$ cat src/inc/srs_pkg.sv
// Purpose: Constants for the serial register access slave.
// Assumes: Byte-framed serial link, clock idles high, mode 1/1.
// Notes:   Register contents and flag sources live outside this block.
package srs_pkg;
  localparam int unsigned ADDR_W       = 5;
  localparam int unsigned DATA_W       = 8;
  localparam int unsigned CMD_RW_BIT   = 7;
  localparam int unsigned CMD_ADDR_MSB = 6;
  localparam int unsigned CMD_ADDR_LSB = 2;
  localparam int unsigned CMD_BURST_BIT = 1;
  localparam int unsigned WRITE_FRAME_BITS = 16;
  localparam int unsigned BIT_CNT_W    = 5;
  localparam int unsigned SYNC_STAGES  = 3;
  localparam logic [ADDR_W-1:0] PTR_RESET = 5'h01;
  localparam logic [DATA_W-1:0] BYTE_ZERO = 8'h00;
  typedef enum logic [1:0] {
    SRS_IDLE  = 2'b00,
    SRS_CMD   = 2'b01,
    SRS_WDATA = 2'b11,
    SRS_RDATA = 2'b10
  } srs_state_t;
endpackage

$ cat src/core/srs_slave.sv
// Purpose: Serial slave giving a master read and write access to 32 registers.
// Assumes: Serial clock well below clock/6; mode polarity 1, phase 1.
// Notes:   Register file is outside; this block issues reads and commits writes.
//
// Functional notes
// - Clock idles high; shift falling, sample rising.
// - Select low frames transfer; high idles logic.
// - Frame is command byte then data bytes.
// - Status byte returned during command byte.
// - Status byte bit order signature down to transceiver.
// - Burst bit ignored on writes.
// - Write data byte returns readback pointer register.
// - Write valid only with exactly sixteen clocks.
// - Write commits at select rising edge only.
// - Read bytes continue while select low, clocking.
// - No burst: same register resampled each byte.
// - Burst: address increments after each byte.
module srs_slave
  import srs_pkg::*;
#(
  parameter int unsigned ADDR_WIDTH = srs_pkg::ADDR_W
) (
  input  wire logic                        clock,
  input  wire logic                        arst_n,
  input  wire logic                        clk_en,
  input  wire logic                        serial_clk,
  input  wire logic                        slave_select_low,
  input  wire logic                        mosi,
  output logic                             miso,
  output logic                             miso_oe,
  input  wire logic                        access_signature_bit,
  input  wire logic                        conversion_done_flag,
  input  wire logic                        threshold_hit_flag,
  input  wire logic                        bridge_overcurrent_flag,
  input  wire logic                        highside_overcurrent_flag,
  input  wire logic                        mirror_driver_overcurrent_flag,
  input  wire logic                        supply_fault_flag,
  input  wire logic                        bus_transceiver_flag,
  input  wire logic [srs_pkg::ADDR_W-1:0]  readback_pointer,
  output logic      [srs_pkg::ADDR_W-1:0]  rd_addr,
  input  wire logic [srs_pkg::DATA_W-1:0]  rd_data,
  input  wire logic                        rd_addr_valid,
  output logic                             wr_strobe,
  output logic      [srs_pkg::ADDR_W-1:0]  wr_addr,
  output logic      [srs_pkg::DATA_W-1:0]  wr_data,
  output logic                             frame_busy
);
  import srs_pkg::*;

  if (ADDR_WIDTH != ADDR_W) begin : g_bad_width
    $error("srs_slave supports only the 5-bit address space.");
  end

  logic sclk_s;
  logic cs_n_s;
  logic mosi_s;

  srs_sync u_sync_sclk (
    .clock       (clock),
    .arst_n      (arst_n),
    .clk_en      (clk_en),
    .reset_value (1'b1),
    .async_in    (serial_clk),
    .sync_out    (sclk_s)
  );
  srs_sync u_sync_cs (
    .clock       (clock),
    .arst_n      (arst_n),
    .clk_en      (clk_en),
    .reset_value (1'b1),
    .async_in    (slave_select_low),
    .sync_out    (cs_n_s)
  );
  srs_sync u_sync_mosi (
    .clock       (clock),
    .arst_n      (arst_n),
    .clk_en      (clk_en),
    .reset_value (1'b1),
    .async_in    (mosi),
    .sync_out    (mosi_s)
  );

  srs_state_t             state_reg;
  srs_state_t             state_next;
  logic                   sclk_d_reg;
  logic                   cs_d_reg;
  logic [BIT_CNT_W-1:0]   cnt_reg;
  logic [BIT_CNT_W-1:0]   cnt_next;
  logic                   over_reg;
  logic                   over_next;
  logic [DATA_W-1:0]      rx_reg;
  logic [DATA_W-1:0]      rx_next;
  logic [DATA_W-1:0]      tx_reg;
  logic [DATA_W-1:0]      tx_next;
  logic [ADDR_W-1:0]      addr_reg;
  logic [ADDR_W-1:0]      addr_next;
  logic                   burst_reg;
  logic                   burst_next;
  logic [DATA_W-1:0]      wdat_reg;
  logic [DATA_W-1:0]      wdat_next;
  logic                   miso_reg;
  logic                   miso_next;
  logic                   wr_reg;
  logic                   wr_next;
  logic [ADDR_W-1:0]      wa_reg;
  logic [ADDR_W-1:0]      wa_next;
  logic [DATA_W-1:0]      wd_reg;
  logic [DATA_W-1:0]      wd_next;

  logic              rise;
  logic              fall;
  logic              cs_fall;
  logic              cs_rise;
  logic [DATA_W-1:0] status_byte;
  logic [DATA_W-1:0] rx_shift;
  logic [DATA_W-1:0] rd_safe;

  assign rise    = sclk_s & ~sclk_d_reg & ~cs_n_s;
  assign fall    = ~sclk_s & sclk_d_reg & ~cs_n_s;
  assign cs_fall = ~cs_n_s & cs_d_reg;
  assign cs_rise = cs_n_s & ~cs_d_reg;
  assign rx_shift = {rx_reg[DATA_W-2:0], mosi_s};
  assign rd_safe  = rd_addr_valid ? rd_data : BYTE_ZERO;
  assign status_byte = {access_signature_bit, conversion_done_flag,
                        threshold_hit_flag, bridge_overcurrent_flag,
                        highside_overcurrent_flag, mirror_driver_overcurrent_flag,
                        supply_fault_flag, bus_transceiver_flag};

  always_comb begin
    // The read port points at the source of the next outgoing byte. On the last command
    // bit a read already selects its own address, so its first data byte is not stale.
    rd_addr = addr_reg;
    if (state_reg == SRS_CMD) begin
      if (rx_shift[CMD_RW_BIT]) begin
        rd_addr = rx_shift[CMD_ADDR_MSB:CMD_ADDR_LSB];
      end else begin
        rd_addr = readback_pointer;
      end
    end else if (state_reg == SRS_RDATA && burst_reg) begin
      rd_addr = addr_reg + ADDR_W'(1);
    end
  end

  always_comb begin
    state_next = state_reg;
    cnt_next   = cnt_reg;
    over_next  = over_reg;
    rx_next    = rx_reg;
    tx_next    = tx_reg;
    addr_next  = addr_reg;
    burst_next = burst_reg;
    wdat_next  = wdat_reg;
    miso_next  = miso_reg;
    wr_next    = 1'b0;
    wa_next    = wa_reg;
    wd_next    = wd_reg;
    if (cs_fall) begin
      // Status byte is captured at frame start; first bit leaves at once.
      state_next = SRS_CMD;
      cnt_next   = '0;
      over_next  = 1'b0;
      tx_next    = status_byte;
      miso_next  = status_byte[DATA_W-1];
    end else if (cs_rise) begin
      // Commit only a complete two-byte write, and only now.
      if (state_reg == SRS_WDATA && cnt_reg == BIT_CNT_W'(WRITE_FRAME_BITS) && !over_reg) begin
        wr_next = 1'b1;
        wa_next = addr_reg;
        wd_next = wdat_reg;
      end
      state_next = SRS_IDLE;
    end else if (rise && state_reg != SRS_IDLE) begin
      rx_next = rx_shift;
      // The count runs on past 16 so byte boundaries stay visible in long reads.
      // The sticky flag remembers that a write frame went too long.
      if (cnt_reg == BIT_CNT_W'(WRITE_FRAME_BITS)) begin
        over_next = 1'b1;
      end
      cnt_next = cnt_reg + 1'b1;
      if (cnt_reg[2:0] == 3'd7) begin
        case (state_reg)
          SRS_CMD: begin
            addr_next  = rx_shift[CMD_ADDR_MSB:CMD_ADDR_LSB];
            burst_next = rx_shift[CMD_BURST_BIT];
            if (rx_shift[CMD_RW_BIT]) begin
              state_next = SRS_RDATA;
            end else begin
              state_next = SRS_WDATA;
            end
            tx_next = rd_safe;
          end
          SRS_WDATA: begin
            wdat_next = rx_shift;
            over_next = over_reg | (cnt_reg != BIT_CNT_W'(WRITE_FRAME_BITS - 1));
            tx_next   = BYTE_ZERO;
          end
          SRS_RDATA: begin
            // Next byte: same address resampled, or the following one.
            if (burst_reg) begin
              addr_next = addr_reg + 1'b1;
            end
            tx_next = rd_safe;
          end
          default: begin
            state_next = SRS_IDLE;
          end
        endcase
      end else begin
        tx_next = {tx_reg[DATA_W-2:0], 1'b0};
      end
    end else if (fall && state_reg != SRS_IDLE && !(state_reg == SRS_CMD && cnt_reg == '0)) begin
      // The first falling edge of a frame finds the status bit already on the line.
      miso_next = tx_reg[DATA_W-1];
    end
  end

  always_ff @(posedge clock or negedge arst_n) begin
    if (!arst_n) begin
      state_reg  <= SRS_IDLE;
      sclk_d_reg <= 1'b1;
      cs_d_reg   <= 1'b1;
      cnt_reg    <= '0;
      over_reg   <= 1'b0;
      rx_reg     <= BYTE_ZERO;
      tx_reg     <= BYTE_ZERO;
      addr_reg   <= PTR_RESET;
      burst_reg  <= 1'b0;
      wdat_reg   <= BYTE_ZERO;
      miso_reg   <= 1'b0;
      wr_reg     <= 1'b0;
      wa_reg     <= '0;
      wd_reg     <= BYTE_ZERO;
    end else if (clk_en) begin
      state_reg  <= state_next;
      sclk_d_reg <= sclk_s;
      cs_d_reg   <= cs_n_s;
      cnt_reg    <= cnt_next;
      over_reg   <= over_next;
      rx_reg     <= rx_next;
      tx_reg     <= tx_next;
      addr_reg   <= addr_next;
      burst_reg  <= burst_next;
      wdat_reg   <= wdat_next;
      miso_reg   <= miso_next;
      wr_reg     <= wr_next;
      wa_reg     <= wa_next;
      wd_reg     <= wd_next;
    end
  end

  assign miso       = miso_reg;
  assign miso_oe    = ~cs_n_s;
  assign wr_strobe  = wr_reg;
  assign wr_addr    = wa_reg;
  assign wr_data    = wd_reg;
  assign frame_busy = (state_reg != SRS_IDLE);
endmodule

$ cat src/core/srs_sync.sv
// Purpose: Three-stage synchroniser with agreement filter.
// Assumes: Input is asynchronous to clock.
// Notes:   Output changes only when stages two and three agree.
module srs_sync (
  input  wire logic clock,
  input  wire logic arst_n,
  input  wire logic clk_en,
  input  wire logic reset_value,
  input  wire logic async_in,
  output logic      sync_out
);
  logic [2:0] stage_reg;
  logic [2:0] stage_next;
  logic       out_reg;
  logic       out_next;

  always_comb begin
    stage_next = {stage_reg[1:0], async_in};
    out_next   = out_reg;
    if (stage_reg[1] == stage_reg[2]) begin
      out_next = stage_reg[2];
    end
  end

  // The first stage only feeds the second; reset always loads ones, and the reset_value port is unused.
  always_ff @(posedge clock or negedge arst_n) begin
    if (!arst_n) begin
      stage_reg <= 3'b111;
      out_reg   <= 1'b1;
    end else if (clk_en) begin
      stage_reg <= stage_next;
      out_reg   <= out_next;
    end
  end

  assign sync_out = out_reg;
endmodule

$ cat config.mk
export PLATFORM = sky130hd
export DESIGN_NAME = srs_slave
export DESIGN_NICKNAME = d
export VERILOG_FILES = /design/src/inc/srs_pkg.sv /design/src/core/srs_slave.sv /design/src/core/srs_sync.sv
export SDC_FILE = /design/constraint.sdc
export NUM_CORES = 1
export LEC_CHECK = 0
export BUFFER_PORTS_ARGS = -buffer_cell sky130_fd_sc_hd__buf_4
export CAP_MARGIN = 15
export CORE_MARGIN = 1
export CORE_UTILIZATION = 51
export CTS_BUF_LIST = sky130_fd_sc_hd__clkbuf_8 sky130_fd_sc_hd__clkbuf_16
export CTS_CLUSTER_DIAMETER = 100
export DETAILED_ROUTE_END_ITERATION = 10
export MAX_ROUTING_LAYER = met4
export PLACE_DENSITY = 0.75
export SLEW_MARGIN = 20
export SYNTH_ARGS = -nofsm -noshare
export SYNTH_HDL_FRONTEND = slang
export SYNTH_SLANG_ARGS = --single-unit
$ cat constraint.sdc
create_clock -name clock -period 2.1 [get_ports clock]
set_input_delay 0.105 -clock clock [delete_from_list [all_inputs] [get_ports clock]]
set_output_delay 0.105 -clock clock [all_outputs]
set_load 0.05 [all_outputs]
==> impl_metrics.sql, run 1 <==
INSERT INTO impl_metrics (metric_group, metric, value, unit) VALUES
('synthesis', 'synth_top_cell_by_area', 'dfrtp_1', ''),
('synthesis', 'syn-cell-area', '0.003357', 'mm²'),
('grt', 'grt_pass1_wl', '11750', 'µm'),
('floorplanning', 'die-area', '0.006911', 'mm²'),
('cts', 'cts_max_level', '3', ''),
('finish', 'nNetsFinal', '409', ''),
('sta', 'count_of_endpoints_failing_setup_in_the_final_report', '0', ''),
('grt', 'grt_start_max_net_pins', '67', ''),
('grt', 'overflow', '0', ''),
('synthesis', 'synth-edff-count', '0', ''),
('worst_setup_path', 'crit-reg2reg-launch', 'state_reg[0]', ''),
('sta', 'worst_slew_pin_slew', '0.8215', 'ns'),
('finish', 'final_layout_size_suffix_gt1_share', '48.27', '%'),
('cts', 'cts_tree', 'yes', ''),
('finish', 'layout.cells.non_filler', '452', ''),
('synthesis', 'synth-main-ff-cell', 'dfrtp_1', ''),
('run_status', 'status', 'finished clean', ''),
('floorplanning', 'floorplan.rows', '29', ''),
('synthesis', 'synthesis.instances', '292', ''),
('cts', 'clock_tree_root', 'clkbuf_8', ''),
('finish', 'layout.filler_cells', '478', ''),
('worst_setup_path', 'ordered_cell_list_for_the_critical_path', 'inv_2 -> ha_4 -> or3b_1 -> or3_1 -> o21a_4 -> mux2_4', ''),
('place', 'detailed_place_hpwl', '4774', 'µm'),
('worst_setup_path', 'critical_path_required', '2.34', 'ns'),
('place', 'post-place-cells', '426', ''),
('routing', 'detailedRoute.firstPassIterationCount', '4', ''),
('worst_setup_path', 'setup.worst_path.class', 'reg -> reg', ''),
('worst_setup_path', 'timing.critical_path.from_type', 'flip-flop', ''),
('synthesis', 'postSynthAreaPerCell', '11.50', 'µm²'),
('worst_setup_path', 'critical_path.max_fanout', '8', ''),
('sta', 'slew_headroom', '45.23', '%'),
('routing', 'routedWlPerCell', '15.86', 'µm'),
('cts', 'clock_sink_count', '66', ''),
('worst_hold_path', 'holdCritPathClass', 'in -> reg', ''),
('sta', 'fmax', '479.2', 'MHz'),
('sta', 'post-route-worst-setup-slack', '0.01322', 'ns'),
('grt', 'grtUsageTotal', '22.33', '%'),
('synthesis', 'async_flop_share', '100.0', '%'),
('power', 'pwr_density_cell', '1090', 'mW/mm²'),
('floorplanning', 'initial_utilization', '52.87', '%'),
('power', 'leakagePower', '2.040', 'nW'),
('sta', 'min_period', '2.087', 'ns'),
('synthesis', 'synthMostInstantiatedCell', 'dfrtp_1', ''),
('routing', 'route.final.wire_length', '7169', 'µm'),
('worst_setup_path', 'timing.critical_path.slowest_cell_delay', '0.41', 'ns'),
('cts', 'cts.reportedPaths.clkPinSlew', '0.08', 'ns'),
('synthesis', 'yosysSeqAreaShare', '49.76', '%'),
('sta', 'clock-skew-final', '0.006415', 'ns'),
('worst_setup_path', 'critical-path-slowest-cell', 'or3_1', ''),
('routing', 'routed_via_density', '5.524', ''),
('grt', 'antenna_found_initial', '0', ''),
('synthesis', 'synth_warnings', '0', ''),
('routing', 'vias', '2497', ''),
('cts', 'cts_made_buffers', '9', ''),
('place', 'port_buffers', '49', ''),
('synthesis', 'synth_commonest_cells', 'dfrtp_1 (51), mux2_2 (40), inv_1 (23), a21oi_1 (17)', ''),
('synthesis', 'ys_top_cells_by_area', 'dfrtp_1 (38%), mux2_2 (13%), dfstp_2 (12%), ha_1 (4.1%), mux2_4 (3.6%)', ''),
('finish', 'layout.area.seq', '0.001670', 'mm²'),
('synthesis', 'ys_ff_latch', '66', ''),
('finish', 'synthToLayoutAreaGrowth', '30.34', '%'),
('job', 'cap_violations', '0', ''),
('power', 'vdd_drop_max', '663.3', 'µV'),
('synthesis', 'yosysUniqueCellTypes', '43', ''),
('synthesis', 'post_synthesis_net_count', '331', ''),
('finish', 'n_antenna_cell', '0', ''),
('cts', 'ctsLongestPathBuffers', '2', ''),
('sta', 'final-hold-violation-count', '0', ''),
('worst_hold_path', 'worstHoldStart', 'bus_transceiver_flag', ''),
('routing', 'drc_errors', '0', ''),
('sta', 'final_max_slew_viol_count', '0', ''),
('floorplanning', 'core_region_area', '0.006350', 'mm²');
worst max-delay path: cells and delay by family (launching register included):
kind | cells | cell delay (ns)
compound gates | 1 | 0.30
fa+ha+maj | 1 | 0.15
buf+inv | 1 | 0.06
flops | 1 | 0.37
mux | 1 | 0.31
simple gates | 2 | 0.78
final timing paths:
path                                            end  cells past startpoint  slack (ns)
max in group asynchronous                  over_reg                      2        1.17
max reg2reg                               tx_reg[3]                      6        0.01
max                                       tx_reg[3]                      6        0.01
min in group asynchronous                wr_addr[2]                      2        0.37
min                                       tx_reg[0]                      4         0.1
min reg2reg                u_sync_mosi.stage_reg[2]                      2        0.49
through the flow:
| step | setup TNS [ns] | hold slack, ns | utilization (%) | instance area (µm²) |
|---|---|---|---|---|
| 2_1_floorplan | -4.091 | -0.1906 | - | 3485 |
| 4_1_cts | 0 | 0.08869 | 67.39 | 4279 |
| 5_1_grt | -0.1071 | 0.1144 | 68.91 | 4375 |
| 6_report | 0 | 0.09668 | 68.91 | 4375 |
| 3_5_place_dp | -0.4332 | 0.2556 | 63.59 | 4038 |
| 3_3_place_gp | -0.1034 | 0.2513 | 63.59 | 4038 |
cell usage in the layout (no fill, tap or decap), types with 4 or more instances in the layout:
master / netlist / layout
o21ai_0: 15 / 14
inv_2: 0 / 4
a21oi_1: 17 / 15
dfrtp_1: 51 / 51
inv_1: 23 / 19
nand3_1: 14 / 13
mux2i_1: 10 / 10
clkbuf_8: 0 / 9
nand2b_1: 5 / 5
buf_6: 2 / 4
mux2_4: 8 / 20
a221oi_1: 7 / 7
mux2_2: 40 / 28
ha_1: 11 / 7
dfstp_2: 15 / 15
nor2_1: 11 / 11
buf_4: 0 / 73
dlygate4sd3_1: 0 / 4
nand2_1: 10 / 9
nor3_2: 1 / 4
repair_timing:
action,CTS,global route
gates cloned,0,0
setup buffers,0,6
hold buffers,4,0
endpoints found under the setup margin,11,32
resized for setup,6,12
pin swaps,0,2
endpoints found under the hold margin,54,0
kinds of logic after synthesis:
family,after synthesis,share of synthesized area (%)
AO/OA/AOI/OAI,51,10.06
XOR/XNOR,4,1.044
adder cells (fa/ha/maj),11,4.100
buffers and inverters,39,4.882
flip-flops,66,49.76
multiplexers,58,19.98
AND/OR/NAND/NOR,63,10.18
layout make-up:
| cell class | instances | share of cell area (%) |
|---|---|---|
| clock buffers | 9 | 2.831 |
| clock inverters | 7 | 1.172 |
| inverters | 24 | 2.145 |
| multi-input cells | 187 | 38.55 |
| flip-flops and latches | 66 | 38.18 |
| well taps | 77 | 2.202 |
| repair buffers | 82 | 14.93 |
power by group:
part	leakage (nW)	total (W)	switching, W	internal [W]
Sequential	0.837	0.00178	0.000212	0.00156
Combinational	1.12	0.00202	0.00109	0.000927
Clock	0.0860	0.000973	0.000540	0.000433
layer usage:
layer | wire length, µm | vias to the layer above | GRT usage (%) | share of wire [%]
li1 | - | 1189 | - | -
met1 | 3158 | 1249 | 26.21 | 44
met2 | 3663 | 47 | 37.63 | 51
met3 | 209 | 12 | 3.976 | 2.9
met4 | 137 | 0 | 9.875 | 1.9
met5 | 0 | - | - | 0
(Power assumes the default switching activity.)
==> run 2, diff against run 1 <==
CORE_MARGIN = not set   (was 1)
CORE_UTILIZATION = 43   (was 51)
GPL_TIMING_DRIVEN = 0   (was not set)
PLACE_DENSITY = 0.65   (was 0.75)
==> run 2 against run 1 <==
Compared with the run above: the flow now finishes with violations (setup timing); combinational power about the same; utilization down 8.1 points; global-route usage down 3.0 points; count of clock-buffer cells in the layout up 2; worst setup slack worse by 0.12 ns.
==> impl_metrics.sql, run 2 (same netlist as run 1, synthesis figures left out) <==
INSERT INTO impl_metrics (metric_group, metric, value, unit) VALUES
('finish', 'commonest_non_fill_non_tap_cell_in_the_layout', 'buf_4', ''),
('place', 'port_buffers', '49', ''),
('finish', 'final_area', '0.004504', 'mm²'),
('sta', 'count_of_endpoints_failing_setup_in_the_final_report', '15', ''),
('sta', 'fmax', '452.2', 'MHz'),
('cts', 'cts.reportedPaths.clkPinSlew', '0.07', 'ns'),
('grt', 'grt_pass1_wl', '11950', 'µm'),
('floorplanning', 'floorplan.rows', '31', ''),
('routing', 'routedWlPerCell', '14.78', 'µm'),
('power', 'vdd_drop_max', '546.9', 'µV'),
('worst_setup_path', 'critical_path.max_fanout', '8', ''),
('routing', 'route.final.wire_length', '7107', 'µm'),
('grt', 'grt_start_max_net_pins', '67', ''),
('sta', 'slew_headroom', '45.31', '%'),
('run_status', 'status', 'finished, violations left', ''),
('worst_setup_path', 'critical_path_required', '2.34', 'ns'),
('finish', 'synthToLayoutAreaGrowth', '34.18', '%'),
('worst_setup_path', 'setup.worst_path.class', 'reg -> reg', ''),
('run_status', 'failed_checks', 'setup timing', ''),
('finish', 'layout.filler_cells', '607', ''),
('job', 'cap_violations', '0', ''),
('floorplanning', 'ioPinCount', '50', ''),
('worst_setup_path', 'setup.worst_path.end_class', 'flip-flop', ''),
('power', 'leakagePower', '2.078', 'nW'),
('floorplanning', 'die_y', '90.36', 'µm'),
('finish', 'final_layout_size_suffix_gt1_share', '48.17', '%'),
('cts', 'ctsLongestPathBuffers', '2', ''),
('sta', 'rsz0062_at_grt', 'yes', ''),
('finish', 'multiInputGateArea', '0.001709', 'mm²'),
('cts', 'cts_made_buffers', '9', ''),
('routing', 'drc_errors', '0', ''),
('sta', 'fin_crit_sh', '105.3', '%'),
('power', 'pwr_density_cell', '1086', 'mW/mm²'),
('sta', 'final-hold-violation-count', '0', ''),
('routing', 'detailedRoute.firstPassIterationCount', '4', ''),
('grt', 'grtUsageTotal', '19.33', '%'),
('worst_hold_path', 'worstHoldStart', 'bus_transceiver_flag', ''),
('cts', 'cts_max_level', '3', ''),
('routing', 'routed_via_density', '5.131', ''),
('floorplanning', 'initial_utilization', '45.31', '%'),
('worst_setup_path', 'timing.critical_path.from_type', 'flip-flop', ''),
('floorplanning', 'core_region_area', '0.007408', 'mm²'),
('worst_setup_path', 'timing.critical_path.arrival', '2.45', 'ns'),
('grt', 'grt_pass1_vias', '2437', ''),
('finish', 'n_antenna_cell', '0', ''),
('floorplanning', 'fp.dieW', '90.36', 'µm'),
('cts', 'cts_tree', 'yes', ''),
('floorplanning', 'die-area', '0.008164', 'mm²'),
('grt', 'antenna_found_initial', '0', ''),
('grt', 'overflow', '0', ''),
('sta', 'worst_slew_pin_slew', '0.8203', 'ns'),
('worst_setup_path', 'setup.worst_path.start', 'state_reg[1]', ''),
('place', 'placedInstanceArea', '0.003976', 'mm²'),
('cts', 'clock_tree_root', 'clkbuf_8', ''),
('sta', 'final_max_slew_viol_count', '0', ''),
('power', 'design_power_total', '0.004893', 'W'),
('worst_hold_path', 'holdCritPathClass', 'in -> reg', ''),
('place', 'detailed_place_hpwl', '4652', 'µm'),
('finish', 'layout.area.seq', '0.001670', 'mm²'),
('sta', 'min_period', '2.211', 'ns'),
('sta', 'post-route-worst-setup-slack', '-0.1114', 'ns'),
('cts', 'clkLatencyLatePin', '0.34', 'ns'),
('routing', 'antenna_violating_nets_post_route', '0', ''),
('worst_setup_path', 'crit-reg2reg-launch', 'state_reg[1]', ''),
('finish', 'nNetsFinal', '416', ''),
('routing', 'drt-initial-drc-count', '65', ''),
('place', 'gp_congestion', '0.7607', ''),
('sta', 'clock-skew-final', '0.01093', 'ns'),
('cts', 'clock_sink_count', '66', ''),
('routing', 'vias', '2468', ''),
('finish', 'layout.cells.most_common_list', 'buf_4 (70), dfrtp_1 (51), mux2_2 (26), mux2_4 (22), inv_1 (19)', '');
run 2: cell type report:
type	instances	area share [%]
timing repair buffer	77	13.69
multi-input combinational	187	37.94
sequential	66	37.08
tap	99	2.750
clock inverter	5	1.333
clock buffer	11	3.361
inverter	24	2.167
buffer	12	1.667
run 2: critical path: stages, from the launching register on:
cell and delay, ns:
dfrtp_1 0.39, inv_2 0.07, ha_4 0.16, or3b_1 0.35
buf_6 0.13, or3_4 0.36, o21a_1 0.18, buf_6 0.15
mux2_4 0.29
run 2: worst paths after layout:
kind	cells after the start	endpoint	slack, ns
max in group asynchronous	2	cnt_reg[1]	1.17
worst min register to register	2	u_sync_mosi.stage_reg[2]	0.48
worst max register to register	8	tx_reg[6]	-0.11
worst max-delay path	8	tx_reg[6]	-0.11
min in group asynchronous	2	wr_addr[1]	0.39
worst min-delay path	4	tx_reg[0]	0.11
run 2: report_power, final:
part           total, W  switching [W]  internal (W)
logic           0.00199        0.00107      0.000920
clock network   0.00112       0.000501      0.000619
registers       0.00178       0.000215       0.00156
run 2: stage by stage:
stage	cells	worst slack [ns]	TNS, ns	utilization (%)	hold slack [ns]
2_1_floorplan	292	-0.2130	-4.091	-	-0.1906
3_3_place_gp	440	-0.2900	-6.480	53.67	0.2614
3_5_place_dp	440	-0.2950	-6.935	53.67	0.2580
4_1_cts	475	-0.2441	-2.238	59.16	0.1061
5_1_grt	481	-0.1719	-2.669	60.80	0.1323
6_report	481	-0.1114	-1.375	60.80	0.1133
run 2: layer usage:
| layer | share of wire [%] | vias to the layer above | GRT usage [%] |
|---|---|---|---|
| li1 | - | 1216 | - |
| met1 | 47 | 1198 | 24.80 |
| met2 | 48 | 43 | 30.22 |
| met3 | 2.6 | 11 | 3.535 |
| met4 | 1.6 | 0 | 8.065 |
| met5 | 0 | - | - |
run 2: repair_timing:
action	in CTS	in global routing
gates resized for setup	6	23
gates cloned	1	0
hold buffers	4	0
buffers inserted	16	7
endpoints found under the hold margin	54	0
endpoints found under the setup margin	44	51
pin swaps	6	5
==> run 3, diff against run 2 <==
SKIP_CTS_REPAIR_TIMING = 1   (was not set)
==> run 3 against run 2 <==
Compared with the run above: the flow still finishes with violations (setup timing); critical endpoint unchanged; power fell by 0.84%; clock skew up 0.0013 ns; via count is 1.1% higher; fmax fell by 6.1%; design area grew 0.64%; largest cell class unchanged.
==> impl_metrics.sql, run 3 (same netlist as run 1, synthesis figures left out) <==
INSERT INTO impl_metrics (metric_group, metric, value, unit) VALUES
('finish', 'n_antenna_cell', '0', ''),
('worst_setup_path', 'timing.critical_path.from_type', 'flip-flop', ''),
('place', 'port_buffers', '49', ''),
('run_status', 'failed_checks', 'setup timing', ''),
('worst_setup_path', 'reg2reg_slack', '-0.26', 'ns'),
('worst_setup_path', 'r2r.worst_path.cells', '9', ''),
('power', 'pwr_density_cell', '1070', 'mW/mm²'),
('worst_setup_path', 'setup.worst_path.class', 'reg -> reg', ''),
('power', 'leakagePower', '2.088', 'nW'),
('worst_setup_path', 'crit-reg2reg-launch', 'state_reg[1]', ''),
('routing', 'routed_via_density', '5.211', ''),
('place', 'gp_congestion', '0.7607', ''),
('grt', 'grt_use_met2', '28.88', '%'),
('routing', 'detailedRoute.firstPassIterationCount', '4', ''),
('worst_hold_path', 'holdCritPathClass', 'in -> reg', ''),
('run_status', 'status', 'finished, violations left', ''),
('floorplanning', 'die_y', '90.36', 'µm'),
('sta', 'fin_crit_sh', '112.1', '%'),
('sta', 'slew_headroom', '44.95', '%'),
('worst_setup_path', 'setup.worst_path.end_class', 'flip-flop', ''),
('routing', 'antenna_violating_nets_post_route', '0', ''),
('power', 'vdd_drop_max', '477.4', 'µV'),
('finish', 'nNetsFinal', '414', ''),
('worst_setup_path', 'critical_path.max_fanout', '8', ''),
('floorplanning', 'die-area', '0.008164', 'mm²'),
('cts', 'clkLatencyLatePin', '0.35', 'ns'),
('worst_setup_path', 'timing.critical_path.arrival', '2.59', 'ns'),
('worst_hold_path', 'hold-path-endpoint', 'tx_reg[0]', ''),
('sta', 'worst_slew_pin_slew', '0.8257', 'ns'),
('finish', 'layout.cells.most_common_list', 'buf_4 (65), dfrtp_1 (51), mux2_2 (24), mux2_4 (24), inv_1 (19)', ''),
('routing', 'vias', '2496', ''),
('finish', 'final_layout_size_suffix_gt1_share', '48.16', '%'),
('sta', 'rsz0062_at_grt', 'yes', ''),
('floorplanning', 'core_region_area', '0.007408', 'mm²'),
('sta', 'clock-skew-final', '0.01225', 'ns'),
('sta', 'min_period', '2.355', 'ns'),
('cts', 'clock_tree_root', 'clkbuf_8', ''),
('worst_hold_path', 'timing.hold.worst_path_depth', '4', ''),
('worst_hold_path', 'worstHoldStart', 'bus_transceiver_flag', ''),
('grt', 'grtUsageTotal', '18.56', '%'),
('place', 'detailed_place_hpwl', '4652', 'µm'),
('worst_setup_path', 'critical_path_required', '2.34', 'ns'),
('cts', 'cts_tree', 'yes', ''),
('grt', 'grt_util_met1', '23.68', '%'),
('sta', 'count_of_endpoints_failing_setup_in_the_final_report', '19', ''),
('finish', 'commonest_non_fill_non_tap_cell_in_the_layout', 'buf_4', ''),
('floorplanning', 'floorplan.rows', '31', ''),
('worst_setup_path', 'worst_r2r_endpoint', 'tx_reg[6]', ''),
('grt', 'grt_pass1_vias', '2342', ''),
('floorplanning', 'initial_utilization', '45.31', '%'),
('floorplanning', 'fp.dieW', '90.36', 'µm'),
('finish', 'final_util', '61.19', '%'),
('sta', 'fmax', '424.6', 'MHz'),
('cts', 'cts_made_buffers', '9', ''),
('routing', 'routedWlPerCell', '14.93', 'µm'),
('sta', 'post-route-worst-setup-slack', '-0.2550', 'ns'),
('sta', 'final_max_slew_viol_count', '0', ''),
('finish', 'layout.area.seq', '0.001670', 'mm²'),
('cts', 'clock_sink_count', '66', ''),
('job', 'cap_violations', '0', ''),
('grt', 'grt_start_max_net_pins', '67', ''),
('floorplanning', 'ioPinCount', '50', ''),
('finish', 'synthToLayoutAreaGrowth', '35.04', '%'),
('grt', 'global_route.peak_usage_layer', 'met2', ''),
('cts', 'ctsLongestPathBuffers', '2', ''),
('routing', 'drc_errors', '0', ''),
('grt', 'overflow', '0', ''),
('finish', 'multiInputGateArea', '0.001719', 'mm²'),
('routing', 'drt-initial-drc-count', '60', ''),
('grt', 'grt_util_met3', '3.535', '%'),
('grt', 'grt_pass1_wl', '11450', 'µm'),
('finish', 'layout.filler_cells', '603', ''),
('routing', 'route.final.wire_length', '7151', 'µm'),
('sta', 'tns', '-2.787', 'ns'),
('cts', 'cts_max_level', '3', ''),
('cts', 'cts.reportedPaths.clkPinSlew', '0.07', 'ns'),
('grt', 'antenna_found_initial', '0', ''),
('sta', 'final-hold-violation-count', '0', '');
run 3: cell count changes in the layout (fill, tap and decap cells not counted), moves of 2 or more:
cell and delta:
mux2_2 -2, ha_1 +2, nor2_1 -3, mux2_4 +2, buf_4 -5, nor2_2 +2
run 3: worst max-delay path by stage:
stage	start	endpoint	slack (ns)
global placement	state_reg[1]	tx_reg[6]	-0.29
CTS	state_reg[0]	rd_addr[4]	-0.33
detailed placement	state_reg[1]	tx_reg[5]	-0.30
floorplan	u_sync_cs.sync_out	wdat_reg[0]	-0.21
finish	state_reg[1]	tx_reg[6]	-0.26
global route	state_reg[1]	tx_reg[6]	-0.30
run 3: final cells by class:
class	instances	area share (%)
plain buffers	13	2.015
multi-input cells	187	37.92
flip-flops and latches	66	36.85
repair buffers	74	13.66
well taps	99	2.733
clock inverters	5	1.325
clock buffers	11	3.340
inverters	24	2.153
run 3: worst max-delay path, cell delays in order, from the launching register on:
cell and delay, ns:
dfrtp_1 0.40, inv_2 0.07, ha_4 0.16, or3b_1 0.36, buf_6 0.14, or3_4 0.36, buf_6 0.13, o21a_1 0.18
buf_6 0.15, mux2_4 0.30
run 3: metal layers:
layer  part of all wire, %  vias up
li1                      -     1213
met1                    46     1217
met2                    49       54
met3                   3.1       12
met4                   1.6        0
met5                     0        -
run 3: power by group:
part           switching, W  total (W)  internal, W
clock              0.000510    0.00113     0.000619
sequential         0.000209    0.00177      0.00156
combinational       0.00107    0.00195     0.000881
total               0.00179    0.00485      0.00306
run 3: through the flow:
step | instance area [µm²] | worst slack, ns | cells | power, W | hold WS (ns)
after floorplan | 3485 | -0.2130 | 292 | 0.003088 | -0.1906
after global placement | 3976 | -0.2900 | 440 | 0.003520 | 0.2614
after detailed placement | 3976 | -0.2950 | 440 | 0.003560 | 0.2580
after CTS | 4188 | -0.3334 | 456 | 0.004709 | -0.1283
after global routing | 4533 | -0.3020 | 479 | 0.005124 | 0.1304
final | 4533 | -0.2550 | 479 | 0.004852 | 0.1140
